[src/fcrc_regs.vh]
// register map, field positions and constants of the checksum units
`ifndef FCRC_REGS_VH
`define FCRC_REGS_VH

// peripheral register addresses (20-bit address space)
`define FCRC_ADDR_W        20
`define FCRC_CTL_ADDR      20'hf02f0
`define FCRC_HSRES_ADDR    20'hf02f2
`define FCRC_GPIN_ADDR     20'hfffac
`define FCRC_GPRES_ADDR    20'hfffae

// fields of flash_check_control
`define FCRC_CTL_EN_BIT    7
`define FCRC_CTL_RNG_MSB   2
`define FCRC_CTL_RNG_LSB   0
`define FCRC_CTL_MASK      8'h87

// reset values
`define FCRC_CTL_RST       8'h00
`define FCRC_HSRES_RST     16'h0000
`define FCRC_GPIN_RST      8'h00
`define FCRC_GPRES_RST     16'h0000

// checksum polynomial x^16 + x^12 + x^5 + 1
`define FCRC_POLY          16'h1021

// flash geometry: 32-bit words, 16 KB steps
`define FCRC_WIDX_W        15
`define FCRC_FADDR_W       17
`define FCRC_LAST_OFS      16'h0ffe

// timing: result stored one clock after an input byte write
`define FCRC_CLK_NS        10
`define FCRC_GP_LAT        1

`endif

[src/fcrc_top.v]
// flash and general checksum units with their peripheral registers
//
// Contract
// while cpu halted, fetch one 32-bit flash word per clock and fold it
// fast engine uses polynomial x^16 + x^12 + x^5 + 1
// fast engine folds each word from bit 31 down to bit 0
// enable set starts the check on halt; software halts from ram
// 3-bit range picks span from zero, 16 K steps, minus 4 bytes
// software keeps the expected value in the 4 bytes left out
// fast result register writable only while fast engine enabled
// fast engine reads code flash only
// general engine works on main or subsystem clock alike
// in halt, only dma-delivered bytes feed the general engine
// general engine reverses each byte and uses the same polynomial
// input register is 8 bits; every write is a new byte
// running result stored one clock after each input write
// running result writable by 16-bit access, any value
// software write to running result lost if a result is stored then
// software reads running result before writing the next byte
// each new byte folds onto the current running result
// after the last word, result kept and cpu released from halt
`include "fcrc_regs.vh"

module fcrc_top (
  // clock and reset
  input  wire                       clock,
  input  wire                       rstn,
  // peripheral register port
  input  wire [`FCRC_ADDR_W-1:0]    sfr_addr,
  input  wire [15:0]                sfr_wdata,
  input  wire                       sfr_we,
  input  wire                       sfr_re,
  input  wire                       sfr_word,
  input  wire                       sfr_dma,
  output wire [15:0]                sfr_rdata,
  output wire                       sfr_hit,
  // cpu status
  input  wire                       cpu_halted,
  input  wire                       halt_exec,
  output wire                       hs_busy,
  output wire                       hs_wake,
  // code flash read port
  output wire                       flash_rd,
  output wire [`FCRC_FADDR_W-1:0]   flash_addr,
  input  wire [31:0]                flash_rdata
);

  // register state
  reg  [7:0]   ctl_ff;
  reg  [15:0]  hs_res_ff;
  reg  [15:0]  nxt_hs_res;
  reg  [15:0]  gp_res_ff;
  reg  [15:0]  nxt_gp_res;
  reg  [15:0]  rdata_ff;
  reg  [15:0]  nxt_rdata;
  reg          hit_ff;

  // decode
  wire         sel_ctl;
  wire         sel_hsres;
  wire         sel_gpin;
  wire         sel_gpres;
  wire         any_sel;
  wire         wr_ctl;
  wire         wr_hsres;
  wire         wr_gpin;
  wire         wr_gpres;
  wire         gpin_src_ok;

  // engine links
  wire         hs_en;
  wire [2:0]   hs_range;
  wire         hs_start;
  wire         hs_word_valid;
  wire         hs_eng_busy;
  wire         hs_eng_done;
  wire [7:0]   gp_byte_q;
  wire [7:0]   gp_byte_rev;
  wire         gp_fold_valid;
  wire [15:0]  gp_res_rev;
  wire [15:0]  gp_fold_msb;
  wire [15:0]  gp_fold_lsb;

  // bit-serial fold, msb of data first; the loop is fixed at 32 steps
  // so one function serves both the word and the byte engine
  function [15:0] crc_fold;
    input [15:0] crc;
    input [31:0] data;
    input [5:0]  nbits;
    integer      i;
    reg   [15:0] c;
    reg          fb;
    begin
      c  = crc;
      fb = 1'b0;
      for (i = 0; i < 32; i = i + 1) begin
        if (i < nbits) begin
          fb = c[15] ^ data[31-i];
          c  = {c[14:0], 1'b0};
          if (fb) begin
            c = c ^ `FCRC_POLY;
          end
        end
      end
      crc_fold = c;
    end
  endfunction

  // address decode; access width must match the register
  assign sel_ctl   = (sfr_addr == `FCRC_CTL_ADDR)   && !sfr_word;
  assign sel_hsres = (sfr_addr == `FCRC_HSRES_ADDR) &&  sfr_word;
  assign sel_gpin  = (sfr_addr == `FCRC_GPIN_ADDR)  && !sfr_word;
  assign sel_gpres = (sfr_addr == `FCRC_GPRES_ADDR) &&  sfr_word;
  assign any_sel   = sel_ctl | sel_hsres | sel_gpin | sel_gpres;

  // cpu is stopped during halt, so only dma can deliver bytes then
  assign gpin_src_ok = !cpu_halted || sfr_dma;

  assign wr_ctl    = sfr_we && sel_ctl && !hs_eng_busy;
  assign wr_hsres  = sfr_we && sel_hsres && hs_en && !hs_eng_busy;
  assign wr_gpin   = sfr_we && sel_gpin && gpin_src_ok;
  assign wr_gpres  = sfr_we && sel_gpres;

  // control register
  always @(posedge clock or negedge rstn) begin
    if (!rstn) begin
      ctl_ff <= `FCRC_CTL_RST;
    end else if (wr_ctl) begin
      ctl_ff <= sfr_wdata[7:0] & `FCRC_CTL_MASK;
    end
  end

  assign hs_en    = ctl_ff[`FCRC_CTL_EN_BIT];
  assign hs_range = ctl_ff[`FCRC_CTL_RNG_MSB:`FCRC_CTL_RNG_LSB];

  // the check only starts on the halt instruction with the enable set
  assign hs_start = halt_exec && hs_en && !hs_eng_busy;

  fcrc_hs_engine u_hs (
    .clock      (clock),
    .rstn       (rstn),
    .start      (hs_start),
    .range_sel  (hs_range),
    .flash_rd   (flash_rd),
    .flash_addr (flash_addr),
    .word_valid (hs_word_valid),
    .busy       (hs_eng_busy),
    .done       (hs_eng_done)
  );

  // fast result: folds every returned flash word, seeded by its content
  always @* begin
    nxt_hs_res = hs_res_ff;
    if (hs_word_valid) begin
      nxt_hs_res = crc_fold(hs_res_ff, flash_rdata, 6'd32);
    end else if (wr_hsres) begin
      nxt_hs_res = sfr_wdata;
    end
  end

  always @(posedge clock or negedge rstn) begin
    if (!rstn) begin
      hs_res_ff <= `FCRC_HSRES_RST;
    end else begin
      hs_res_ff <= nxt_hs_res;
    end
  end

  // wake once the final word is in; result simply stays put
  assign hs_busy = hs_eng_busy;
  assign hs_wake = hs_eng_done;

  // general engine runs off the single peripheral clock, whichever
  // source feeds it, so no clock-mode logic is needed here
  fcrc_gp_engine u_gp (
    .clock      (clock),
    .rstn       (rstn),
    .load       (wr_gpin),
    .byte_in    (sfr_wdata[7:0]),
    .byte_q     (gp_byte_q),
    .byte_rev   (gp_byte_rev),
    .fold_valid (gp_fold_valid)
  );

  // running result is kept lsb first: the msb-first fold works on its
  // mirror image and the sum is mirrored back before it is stored
  genvar m;
  generate
    for (m = 0; m < 16; m = m + 1) begin : g_mirror
      assign gp_res_rev[m]  = gp_res_ff[15-m];
      assign gp_fold_lsb[m] = gp_fold_msb[15-m];
    end
  endgenerate

  assign gp_fold_msb = crc_fold(gp_res_rev, {gp_byte_rev, 24'h000000},
                                6'h08);

  // running result; engine store beats a software write that clock
  always @* begin
    nxt_gp_res = gp_res_ff;
    if (gp_fold_valid) begin
      nxt_gp_res = gp_fold_lsb;
    end else if (wr_gpres) begin
      nxt_gp_res = sfr_wdata;
    end
  end

  always @(posedge clock or negedge rstn) begin
    if (!rstn) begin
      gp_res_ff <= `FCRC_GPRES_RST;
    end else begin
      gp_res_ff <= nxt_gp_res;
    end
  end

  // registered read data, unmapped addresses return zero
  always @* begin
    nxt_rdata = rdata_ff;
    if (sfr_re) begin
      nxt_rdata = 16'h0000;
      if (sel_ctl) begin
        nxt_rdata = {8'h00, ctl_ff};
      end
      if (sel_hsres) begin
        nxt_rdata = hs_res_ff;
      end
      if (sel_gpin) begin
        nxt_rdata = {8'h00, gp_byte_q};
      end
      if (sel_gpres) begin
        nxt_rdata = gp_res_ff;
      end
    end
  end

  always @(posedge clock or negedge rstn) begin
    if (!rstn) begin
      rdata_ff <= 16'h0000;
      hit_ff   <= 1'b0;
    end else begin
      rdata_ff <= nxt_rdata;
      hit_ff   <= (sfr_re || sfr_we) && any_sel;
    end
  end

  assign sfr_rdata = rdata_ff;
  assign sfr_hit   = hit_ff;

endmodule // fcrc_top

[src/fcrc_hs_engine.v]
// fast flash checksum sequencer: one 32-bit flash word per clock
`include "fcrc_regs.vh"

module fcrc_hs_engine (
  // clock and reset
  input  wire                       clock,
  input  wire                       rstn,
  // control
  input  wire                       start,
  input  wire [2:0]                 range_sel,
  // flash read port, data valid the clock after the request
  output wire                       flash_rd,
  output wire [`FCRC_FADDR_W-1:0]   flash_addr,
  // word stream and status
  output wire                       word_valid,
  output wire                       busy,
  output wire                       done
);

  localparam [1:0] ST_IDLE  = 2'd0;
  localparam [1:0] ST_FETCH = 2'd1;
  localparam [1:0] ST_DRAIN = 2'd2;

  reg  [1:0]               state_ff;
  reg  [1:0]               nxt_state;
  reg  [`FCRC_WIDX_W-1:0]  idx_ff;
  reg  [`FCRC_WIDX_W-1:0]  nxt_idx;
  reg                      rd_ff;
  reg                      nxt_rd;
  reg                      rdd_ff;
  reg                      done_ff;
  reg                      nxt_done;
  reg  [2:0]               rng_ff;
  wire [15:0]              last16;
  wire [`FCRC_WIDX_W-1:0]  last_idx;

  // span ends 4 bytes short of each 16 KB boundary
  assign last16   = {1'b0, rng_ff, 12'h000} + `FCRC_LAST_OFS;
  assign last_idx = last16[`FCRC_WIDX_W-1:0];

  always @* begin
    nxt_state = state_ff;
    nxt_idx   = idx_ff;
    nxt_rd    = 1'b0;
    nxt_done  = 1'b0;
    case (state_ff)
      ST_IDLE: begin
        if (start) begin
          nxt_state = ST_FETCH;
          nxt_idx   = {`FCRC_WIDX_W{1'b0}};
          nxt_rd    = 1'b1;
        end
      end
      ST_FETCH: begin
        if (idx_ff == last_idx) begin
          nxt_state = ST_DRAIN;
        end else begin
          nxt_idx = idx_ff + 1'b1;
          nxt_rd  = 1'b1;
        end
      end
      ST_DRAIN: begin
        // last word arrives now; release the cpu next clock
        nxt_state = ST_IDLE;
        nxt_done  = 1'b1;
      end
      default: begin
        nxt_state = ST_IDLE;
      end
    endcase
  end

  always @(posedge clock or negedge rstn) begin
    if (!rstn) begin
      state_ff <= ST_IDLE;
      idx_ff   <= {`FCRC_WIDX_W{1'b0}};
      rd_ff    <= 1'b0;
      rdd_ff   <= 1'b0;
      done_ff  <= 1'b0;
      rng_ff   <= 3'h0;
    end else begin
      state_ff <= nxt_state;
      idx_ff   <= nxt_idx;
      rd_ff    <= nxt_rd;
      rdd_ff   <= rd_ff;
      done_ff  <= nxt_done;
      if (start && state_ff == ST_IDLE) begin
        rng_ff <= range_sel;
      end
    end
  end

  // only flash word addresses are ever generated
  assign flash_rd   = rd_ff;
  assign flash_addr = {idx_ff, 2'b00};
  assign word_valid = rdd_ff;
  assign busy       = (state_ff != ST_IDLE) || done_ff;
  assign done       = done_ff;

endmodule // fcrc_hs_engine

[src/fcrc_gp_engine.v]
// general checksum input stage: byte latch and bit reversal
`include "fcrc_regs.vh"

module fcrc_gp_engine (
  // clock and reset
  input  wire        clock,
  input  wire        rstn,
  // accepted byte write
  input  wire        load,
  input  wire [7:0]  byte_in,
  // latched byte and its reversed image
  output wire [7:0]  byte_q,
  output wire [7:0]  byte_rev,
  output wire        fold_valid
);

  reg [7:0] byte_ff;
  reg       pend_ff;

  always @(posedge clock or negedge rstn) begin
    if (!rstn) begin
      byte_ff <= `FCRC_GPIN_RST;
      pend_ff <= 1'b0;
    end else begin
      pend_ff <= load;
      if (load) begin
        byte_ff <= byte_in;
      end
    end
  end

  genvar g;
  generate
    for (g = 0; g < 8; g = g + 1) begin : g_rev
      assign byte_rev[g] = byte_ff[7-g];
    end
  endgenerate

  assign byte_q     = byte_ff;
  assign fold_valid = pend_ff;

endmodule // fcrc_gp_engine

[config.mk]
export PLATFORM = sky130hd
export DESIGN_NAME = fcrc_top
export DESIGN_NICKNAME = d
export VERILOG_FILES = /design/src/fcrc_top.v /design/src/fcrc_hs_engine.v /design/src/fcrc_gp_engine.v
export VERILOG_INCLUDE_DIRS = /design/src
export SDC_FILE = /design/constraint.sdc
export NUM_CORES = 1
export LEC_CHECK = 0
export BUFFER_PORTS_ARGS = -buffer_cell sky130_fd_sc_hd__buf_2
export CORE_MARGIN = 8
export CORE_UTILIZATION = 35
export DETAILED_ROUTE_END_ITERATION = 12
export PLACE_DENSITY = 0.67
export SYNTH_ARGS = -nofsm -noshare
export SYNTH_HDL_FRONTEND = slang
export SYNTH_SLANG_ARGS = --single-unit
export TNS_END_PERCENT = 1
[constraint.sdc]
create_clock -name clock -period 3 [get_ports clock]
set_input_delay 0.9 -clock clock [delete_from_list [all_inputs] [get_ports clock]]
set_output_delay 0.9 -clock clock [all_outputs]
set_load 0.01 [all_outputs]
==> results.md, run 1 <==
- Status: finished clean
- Tightest Pin Transition: 937.5 ps
- Crit end category: register
- Clk buf depth: 2
- Overall via count from detail_route: ~4200
- Drt first pass iters: 5
- Placed cell areas: 6370 um^2
- Synth Instances: roughly 500
- CP cell instances: buf_2 > xor3_1 > xnor3_1 > xnor2_2 > xnor3_2 > xnor3_2 > xnor2_1 > a21oi_1
- Top cell by count, worst path: xnor3_2
- Initial antenna violation count: 1
- Core area: around 15000 um^2
- Drt via density: 5.031
- Total power draw: ~3.5 mW
- Post-synth EDFFs: 0
- Crit path time final: 2767 ps
- F_max: 0.3615 GHz
- Vias in the first global route: 4535
- First-pass GRT wire length: between 20 and 25 mm
- TritonCTS Sinks: 85
- Final nets: 714
- Critical Path RT: 3180 ps
- Max cap viols: 0
- RSZ-0062 raised after global routing: no
- Post-CTS Hold Buffers: 0
- Hold path startpoint: u_hs.flash_rd
- Family with the most delay on the worst path: XOR/XNOR gates
- Async S/R FF share, synth: between 90% and 100%
- Worst-skew pair later-pin latency: 340 ps
- Die height: around 140 um
- Critical path class: in -> reg
- Gp weighted congestion: approximately 0.85
- Full die area: between 15000 and 20000 um^2
- CTS tree: yes
- Netlist cell types: 44
- Leakage power: 3.108 nW
- # resized after CTS: 0
- Die W: 139.3 um
- P&R area growth vs syn: 25.28%
- Total global-route track usage: 15.23%
- Crit. Startpoint: flash_rdata[13]
- Cts bufs inserted: 9
- Min-delay worst type: reg -> reg
- Detailed placer's ending HPWL: 11.47 mm
- Final non-filler cell total: 827
- Mapped Area: 5321 um^2
- Top_reg_cell synth: dfrtp_1
- Part of the cycle the worst path needs: between 90% and 100%
- Cell Rows: 45
- Origin of the critical flop-to-flop path: hs_res_ff[13]
- Initial core utilization: 35.40%
- Crit path max fanout: 3
- Count of buffers from port buffering: 110
- Fin area: about 6700 um^2
- Yosys warns: 0
- Setup TNS: 0 ps
- Crit path largest cell delay: 440 ps
- WL/cell: 17.52 um
- Setup repair bufs after CTS: 0
- Element type at the critical path start: input pin
- Final setup fails: 0
- Root buf cell: clkbuf_16
- CP arrival: 2950 ps
- CP bufs+invs: 1
- Final Hold Viols: 0
- Pin count of the biggest net entering global routing: 46
- First DRT Iteration DRCs: between 200 and 300
- Worst slew margin: 37.50%
- Place WS: -115.9 ps
- Final Max Tran Viols: 0
- Setup ws final: 233.4 ps
- Number of I/O pins: 113
- Mean Syn Cell Area: 10.77 um^2
- Pwr dens: 527.9 nW/um^2
- Clock skew: around 6.4 ps
- Routed Wire Length: 14.49 mm
- Htree depth: 3
- Register area share after synthesis: 39.97%
- Post-Place Cells: 813
- Final design utilization: 44.34%
- Worst hold slack: 430.5 ps
- Flops & latches, synth: 85
- Final ANT Viol Nets: 0
- Overflow after GRT: 0
- Layout cells sized above 1: 30.67%
- Drt drc: 0
- Clock transition at the registers of the reported paths: 60 ps
- Antenna cells: 0
- Slowest-stage cell, CP: xnor3_1
- Worst VDD drop: between 0.2 and 0.3 mV
[registers in the layout, indices dropped and copies added (netlist names), 2 cells and up]
signal / count
ctl_ff: 4
gp_res_ff: 16
hs_res_ff: 16
sfr_rdata: 16
u_gp.byte_q: 8
u_hs.idx_ff: 15
u_hs.rng_ff: 3
u_hs.state_ff: 2
[cell families after synthesis]
family,after synthesis,synth area share [%]
muxes,42,8.371
and+or+nand+nor,133,11.90
adders and majority gates,2,0.4702
other,1,0.07047
AOI/OAI and AO/OA,82,9.217
xor gates and xnor gates,125,28.14
buffers and inverters,24,1.857
DFF,85,39.97
[layout make-up]
| type | count | area [um^2] |
|---|---|---|
| clock buffer | 12 | 236.5 |
| clock inverter | 2 | 60.06 |
| fill | 1428 | 8367 |
| inverter | 5 | 18.77 |
| multi-input combinational | 386 | 3105 |
| sequential | 85 | 2127 |
| tap | 188 | 235.2 |
| timing repair buffer | 149 | 883.3 |
[power by group]
part | leakage, nW | internal, mW | total, mW | switching, mW
Sequential | 1.04 | 1.16 | 1.16 | 0.00635
Clock | 0.143 | 0.721 | 1.15 | 0.427
Combinational | 1.92 | 0.686 | 1.21 | 0.520
Total | 3.11 | 2.57 | 3.52 | 0.954
[synthesized netlist by cell type (all sizes together), types with 3 or more instances]
library cell	n	area (um^2)
xnor3	20	456.7
mux2	20	225.2
nor3	5	25.02
nand4	6	37.54
a21oi	25	125.1
a22oi	8	60.06
nor4	5	31.28
and3	3	18.77
buf	5	27.52
o22ai	4	25.02
clkbuf	14	52.55
nand2	41	153.9
nor2	36	135.1
dfrtp	85	2127
inv	5	18.77
xor3	4	96.34
xor2	32	287.8
o21ai	25	125.1
nor2b	12	75.07
nand3	13	65.06
a211oi	11	82.58
xnor2	69	656.9
a222oi	4	40.04
mux2i	22	220.2
a31oi	4	25.02
[routing by layer]
| layer | up-vias | share of wire, % | track usage (%) |
|---|---|---|---|
| met1 | 1996 | 44 | 19.42 |
| li1 | 2008 | - | - |
| met2 | 145 | 49 | 25.50 |
| met5 | - | 0.083 | 0 |
| met3 | 10 | 7.0 | 4.378 |
| met4 | 2 | 0.48 | 2.426 |
[worst reg2reg max path, stage by stage, from the launching register on]
cell     delay, ps
dfrtp_1        510
xor3_1         370
xnor3_1        450
xnor2_2        120
xnor3_2        320
xnor3_2        430
xnor2_1        180
a21oi_1         80
[cell usage in the layout (no fill, tap or decap), drive strengths merged, types with 8 or more instances in the layout]
cell	count
buf	149
dfrtp	85
xnor2	69
nand2	41
nor2	36
xor2	32
a21oi	25
o21ai	25
mux2i	22
mux2	20
xnor3	20
nand3	13
nor2b	12
clkbuf	12
a211oi	11
a22oi	8
[final timing paths]
check	endpoint	slack (ps)	depth (start not counted)
setup / recovery	hs_res_ff[13]	230	8
setup reg to reg	hs_res_ff[13]	380	7
hold / removal	u_hs.word_valid	430	0
min in group asynchronous	hs_res_ff[15]	550	1
max in group asynchronous	u_gp.fold_valid	1800	2
hold reg to reg	u_hs.word_valid	430	0
(Power assumes the default switching activity.)
==> run 2: changes to the inputs <==
--- a/config.mk
+++ b/config.mk
@@ -9,8 +9,8 @@
 export BUFFER_PORTS_ARGS = -buffer_cell sky130_fd_sc_hd__buf_2
 export CORE_MARGIN = 8
 export CORE_UTILIZATION = 35
+export CTS_BUF_LIST = sky130_fd_sc_hd__clkbuf_2
 export DETAILED_ROUTE_END_ITERATION = 12
-export PLACE_DENSITY = 0.67
 export SYNTH_ARGS = -nofsm -noshare
 export SYNTH_HDL_FRONTEND = slang
 export SYNTH_SLANG_ARGS = --single-unit
==> run 2 against run 1 <==
Maximum frequency is 2.9% higher. Design area is 3.2% lower. Sequential power hardly changed. Largest cell class unchanged.
==> results.md, run 2 (same netlist as run 1, synthesis figures left out) <==
- Status: finished clean (unchanged)
- Worst slew margin: 37.41% (was 37.50%)
- Logic gate share of total power: 42.3% (was 34.3%)
- Overall via count from detail_route: 4152 (was 4161)
- Clock share of power: 16.8% (was 32.6%)
- Worst r2r path cells: 6 (was 7)
- P&R area growth vs syn: 21.21% (was 25.28%)
- Full die area: 19410 um^2 (unchanged)
- Initial core utilization: 35.40% (unchanged)
- Max cap viols: 0 (unchanged)
- Antenna cells: 0 (unchanged)
- Tightest Pin Transition: 938.9 ps (was 937.5 ps)
- Layout cells sized above 1: 31.26% (was 30.67%)
- Psw: 897.5 uW (was 953.7 uW)
- RSZ-0062 raised after global routing: no (unchanged)
- Vias in the first global route: 4470 (was 4535)
- Flop pwr share: 40.9% (was 33.1%)
- Clk buf depth: 2 (unchanged)
- Final ANT Viol Nets: 0 (unchanged)
- Crit path max fanout: 3 (unchanged)
- Crit path time final: 2689 ps (was 2767 ps)
- Critical Path RT: 3490 ps (was 3180 ps)
- Drt via density: 4.996 (was 5.031)
- Pin count of the biggest net entering global routing: 45 (was 46)
- Most frequent cells in the layout: buf_2, dfrtp_1, xnor2_1, nand2_1, buf_4 (unchanged)
- Drt drc: 0 (unchanged)
- Final Max Tran Viols: 0 (unchanged)
- Final nets: 716 (was 714)
- Setup TNS: 0 ps (unchanged)
- Die height: 139.3 um (unchanged)
- CTS tree: yes (unchanged)
- Min-delay worst type: in -> async (was reg -> reg)
- Root buf cell: clkbuf_2 (was clkbuf_16)
- Total power draw: 2.850 mW (was 3.519 mW)
- Initial antenna violation count: 1 (unchanged)
- Switching Fraction: 31.49% (was 27.10%)
- Routed Wire Length: 14.29 mm (was 14.49 mm)
- Crit end category: register (unchanged)
- Total global-route track usage: 14.96% (was 15.23%)
- Worst-skew pair later-pin latency: 560 ps (was 340 ps)
- Final non-filler cell total: 831 (was 827)
- Count of buffers from port buffering: 110 (unchanged)
- Overflow after GRT: 0 (unchanged)
- Clock skew: 22.80 ps (was 6.436 ps)
- Post-Place Cells: 815 (was 813)
- CP arrival: 3170 ps (was 2950 ps)
- Cell Rows: 45 (unchanged)
- Worst VDD drop: 0.2184 mV (was 0.2909 mV)
- First DRT Iteration DRCs: 304 (was 280)
- Final design utilization: 42.90% (was 44.34%)
- # resized after CTS: 0 (unchanged)
- Commonest non-fill, non-tap cell in the layout: buf_2 (unchanged)
- Die W: 139.3 um (unchanged)
- Gp weighted congestion: 0.8726 (was 0.8485)
- Element type at the critical path start: register (was input pin)
- Detailed placer's ending HPWL: 11.45 mm (was 11.47 mm)
- Leakage power: 3.033 nW (was 3.108 nW)
- Setup repair bufs after CTS: 0 (unchanged)
- Drt first pass iters: 4 (was 5)
- RR Endpoint: hs_res_ff[14] (was hs_res_ff[13])
- Post-CTS Hold Buffers: 0 (unchanged)
- Critical path class: reg -> reg (was in -> reg)
- Final Hold Viols: 0 (unchanged)
- Clock transition at the registers of the reported paths: 220 ps (was 60 ps)
- F_max: 0.3719 GHz (was 0.3615 GHz)
- Pwr dens: 441.9 nW/um^2 (was 527.9 nW/um^2)
- First-pass GRT wire length: 23.30 mm (was 23.64 mm)
- Number of I/O pins: 113 (unchanged)
- TritonCTS Sinks: 85 (unchanged)
- Part of the cycle the worst path needs: 89.63% (was 92.22%)
- Core area: 15030 um^2 (unchanged)
- Cts bufs inserted: 9 (unchanged)
- WL/cell: 17.19 um (was 17.52 um)
- Internal Power: 1.953 mW (was 2.566 mW)
- Origin of the critical flop-to-flop path: hs_res_ff[2] (was hs_res_ff[13])
- Htree depth: 3 (unchanged)
- Worst hold slack: 294.4 ps (was 430.5 ps)
- Final setup fails: 0 (unchanged)
- R2R Setup Slk: 310 ps (was 380 ps)
## run 2: cell count changes in the layout (fill, tap and decap cells not counted), moves of 3 or more
cell | before | now
clkbuf_16 | 9 | 0
clkbuf_2 | 0 | 9
clkinv_2 | 0 | 5
buf_4 | 37 | 40
clkbuf_1 | 3 | 0
## run 2: critical path, cell delays in order, from the launching register on
cell,delay (ps)
dfrtp_1,510
xnor2_2,310
xnor3_1,470
xor3_2,420
xnor3_2,430
xnor3_1,350
a21oi_1,140
## run 2: final cells by class
type	count	area [um^2]
clock buffers	9	45.04
clock inverters	7	32.53
fillers	1453	8583
inverters	5	18.77
multi-input cells	386	3105
flip-flops and latches	85	2127
well taps	188	235.2
repair buffers	151	885.9
## run 2: power by group through the flow
stage | logic, mW | registers [mW] | clock network [mW]
after global placement | 1.21 | 1.19 | 0
final | 1.21 | 1.17 | 0.479
after floorplan | 0.793 | 1.19 | 0
after global routing | 1.29 | 1.17 | 0.544
after CTS | 1.22 | 1.17 | 0.502
after detailed placement | 1.21 | 1.19 | 0
## run 2: per-layer routing
metal	global-route usage [%]	vias up	part of all wire (%)
met2	24.01	124	47
li1	-	2020	-
met3	4.446	13	6.6
met4	3.120	2	0.87
met5	0	-	0.091
met1	19.57	1993	46
## run 2: worst max-delay path by stage
stage	startpoint	to	slack, ps	cells past startpoint
6_report	hs_res_ff[2]	hs_res_ff[14]	310	6
5_1_grt	hs_res_ff[2]	hs_res_ff[14]	190	6
4_1_cts	hs_res_ff[2]	hs_res_ff[14]	300	6
3_5_place_dp	flash_rdata[18]	hs_res_ff[14]	-210	7
3_3_place_gp	flash_rdata[18]	hs_res_ff[14]	-190	7
2_1_floorplan	flash_rdata[18]	hs_res_ff[14]	0.3	6
## run 2: metrics by stage
step / instance area (um^2) / setup slack [ps]
3_3_place_gp: 6372 / -192.1
2_1_floorplan: 5325 / 0.3402
6_report: 6450 / 311.2
4_1_cts: 6450 / 304.9
5_1_grt: 6450 / 193.1
3_5_place_dp: 6372 / -212.3
==> run 3: changes to the inputs <==
--- a/config.mk
+++ b/config.mk
@@ -7,6 +7,8 @@
 export NUM_CORES = 1
 export LEC_CHECK = 0
 export BUFFER_PORTS_ARGS = -buffer_cell sky130_fd_sc_hd__buf_2
+export CAP_MARGIN = 0
+export CORE_ASPECT_RATIO = 1.25
 export CORE_MARGIN = 8
 export CORE_UTILIZATION = 35
 export CTS_BUF_LIST = sky130_fd_sc_hd__clkbuf_2
==> run 3 against run 2 <==
Die area rose by 0.13%. Sequential cell count unchanged. Routed wire length shrank 0.92%. Clock power up 21%. First-iteration DRC count shrank 32%. Largest cell class unchanged.
==> results.md, run 3 (same netlist as run 1, synthesis figures left out) <==
- Fillcell total: 1439 (was 1453)
- Worst r2r path cells: 7 (was 6)
- Hold Crit Depth: 0
- Clk buf depth: 2 (unchanged)
- Fin area: 6479 um^2 (was 6450 um^2)
- Die W: 126.3 um (was 139.3 um)
- RSZ-0062 raised after global routing: no (unchanged)
- Setup repair bufs after CTS: 0 (unchanged)
- Worst hold slack: 438.2 ps (was 294.4 ps)
- Placed cell areas: 6367 um^2 (was 6372 um^2)
- Final Hold Viols: 0 (unchanged)
- Full die area: 19430 um^2 (was 19410 um^2)
- Origin of the critical flop-to-flop path: hs_res_ff[13] (was hs_res_ff[2])
- Final non-filler cell total: 827 (was 831)
- Core area: 14950 um^2 (was 15030 um^2)
- Drt via density: 4.987 (was 4.996)
- Layout cells sized above 1: 31.47% (was 31.26%)
- Clock transition at the registers of the reported paths: 230 ps (was 220 ps)
- First-pass GRT wire length: 22.47 mm (was 23.30 mm)
- Cts bufs inserted: 9 (unchanged)
- Commonest non-fill, non-tap cell in the layout: buf_2 (unchanged)
- Part of the cycle the worst path needs: 87.22% (was 89.63%)
- Drt drc: 0 (unchanged)
- Crit path max fanout: 4 (was 3)
- RR Endpoint: hs_res_ff[6] (was hs_res_ff[14])
- Initial core utilization: 35.59% (was 35.40%)
- Final design utilization: 43.33% (was 42.90%)
- Critical path class: reg -> reg (unchanged)
- Number of I/O pins: 113 (unchanged)
- Hold path startpoint: u_hs.flash_rd
- Vias in the first global route: 4239 (was 4470)
- Clock skew: 20.75 ps (was 22.80 ps)
- Overall via count from detail_route: 4124 (was 4152)
- Count of buffers from port buffering: 110 (unchanged)
- Cell Rows: 50 (was 45)
- Final nets: 718 (was 716)
- Tightest Pin Transition: 967.5 ps (was 938.9 ps)
- Worst-skew pair later-pin latency: 540 ps (was 560 ps)
- Element type at the critical path start: register (unchanged)
- CP arrival: 3030 ps (was 3170 ps)
- Post-CTS Hold Buffers: 0 (unchanged)
- Most frequent cells in the layout: buf_2, dfrtp_1, xnor2_1, buf_4, nand2_1 (was buf_2, dfrtp_1, xnor2_1, nand2_1, buf_4)
- Antenna cells: 0 (unchanged)
- # resized after CTS: 0 (unchanged)
- Die height: 153.9 um (was 139.3 um)
- Setup TNS: 0 ps (unchanged)
- Overflow after GRT: 0 (unchanged)
- Worst VDD drop: 0.2210 mV (was 0.2184 mV)
- Root buf cell: clkbuf_2 (unchanged)
- Place WS: -154.6 ps (was -212.3 ps)
- Setup ws final: 383.3 ps (was 311.2 ps)
- Crit end category: register (unchanged)
- First DRT Iteration DRCs: 207 (was 304)
- Final setup fails: 0 (unchanged)
- Crit path time final: 2617 ps (was 2689 ps)
- Pin count of the biggest net entering global routing: 70 (was 45)
- Max cap viols: 0 (unchanged)
- Total power draw: 2.961 mW (was 2.850 mW)
- Htree depth: 3 (unchanged)
- F_max: 0.3822 GHz (was 0.3719 GHz)
- Routed Wire Length: 14.16 mm (was 14.29 mm)
- Min-Delay Endpoint: u_hs.word_valid
- WL/cell: 17.12 um (was 17.19 um)
- Min-delay worst type: reg -> reg (was in -> async)
- Gp weighted congestion: 0.8337 (was 0.8726)
- P&R area growth vs syn: 21.75% (was 21.21%)
- R2R Setup Slk: 380 ps (was 310 ps)
- Leakage power: 3.041 nW (was 3.033 nW)
- Worst slew margin: 35.50% (was 37.41%)
- Final Max Tran Viols: 0 (unchanged)
- Drt first pass iters: 4 (unchanged)
- Pwr dens: 457.1 nW/um^2 (was 441.9 nW/um^2)
- Initial antenna violation count: 0 (was 1)
- Status: finished clean (unchanged)
- Final ANT Viol Nets: 0 (unchanged)
- Critical Path RT: 3420 ps (was 3490 ps)
- Post-Place Cells: 811 (was 815)
- CTS tree: yes (unchanged)
- Detailed placer's ending HPWL: 11.31 mm (was 11.45 mm)
- Total global-route track usage: 14.52% (was 14.96%)
- TritonCTS Sinks: 85 (unchanged)
[run 3: cell types whose count changed in the layout (fill, tap and decap cells not counted)]
cell and change:
clkinv_4 +1, clkinv_2 -4, buf_12 -1, bufinv_16 +1, clkinvlp_4 +2, buf_4 +3
[run 3: area by class of cell]
type | instances | area (um^2) | share of cell area (%)
multi-input cells | 386 | 3105 | 47.93
flip-flops and latches | 85 | 2127 | 32.83
repair buffers | 153 | 888.4 | 13.71
well taps | 182 | 227.7 | 3.515
clock inverters | 7 | 66.31 | 1.024
clock buffers | 9 | 45.04 | 0.6952
inverters | 5 | 18.77 | 0.2897
[run 3: how the worst max path moves through the flow]
stage / startpoint / to / slack [ps] / cells past startpoint
after global routing: hs_res_ff[13] / hs_res_ff[13] / 280 / 7
after CTS: hs_res_ff[13] / hs_res_ff[6] / 380 / 7
after floorplan: flash_rdata[18] / hs_res_ff[14] / 0.3 / 6
after global placement: flash_rdata[13] / hs_res_ff[13] / -50 / 8
after detailed placement: flash_rdata[13] / hs_res_ff[6] / -150 / 8
final: hs_res_ff[13] / hs_res_ff[6] / 380 / 7
[run 3: layer usage]
| metal | up-vias | routed length, um | global-route usage [%] |
|---|---|---|---|
| li1 | 2030 | - | - |
| met2 | 87 | 7542 | 26.80 |
| met5 | - | 0 | 0 |
| met4 | 0 | 186 | 4.021 |
| met3 | 12 | 643 | 3.183 |
| met1 | 1995 | 5784 | 16.34 |
[run 3: critical path: stages (launching register included)]
cell     delay (ps)
dfrtp_1         520
xor3_1          380
xnor3_1         450
xnor2_2         130
xnor3_2         310
xnor3_2         430
xnor2_1         190
a21oi_1          90
[run 3: power breakdown]
group	internal (mW)	total (mW)	switching, mW	leakage [nW]
registers	1.16	1.17	0.00690	1.04
clock network	0.186	0.581	0.394	0.0630
logic	0.696	1.21	0.518	1.93
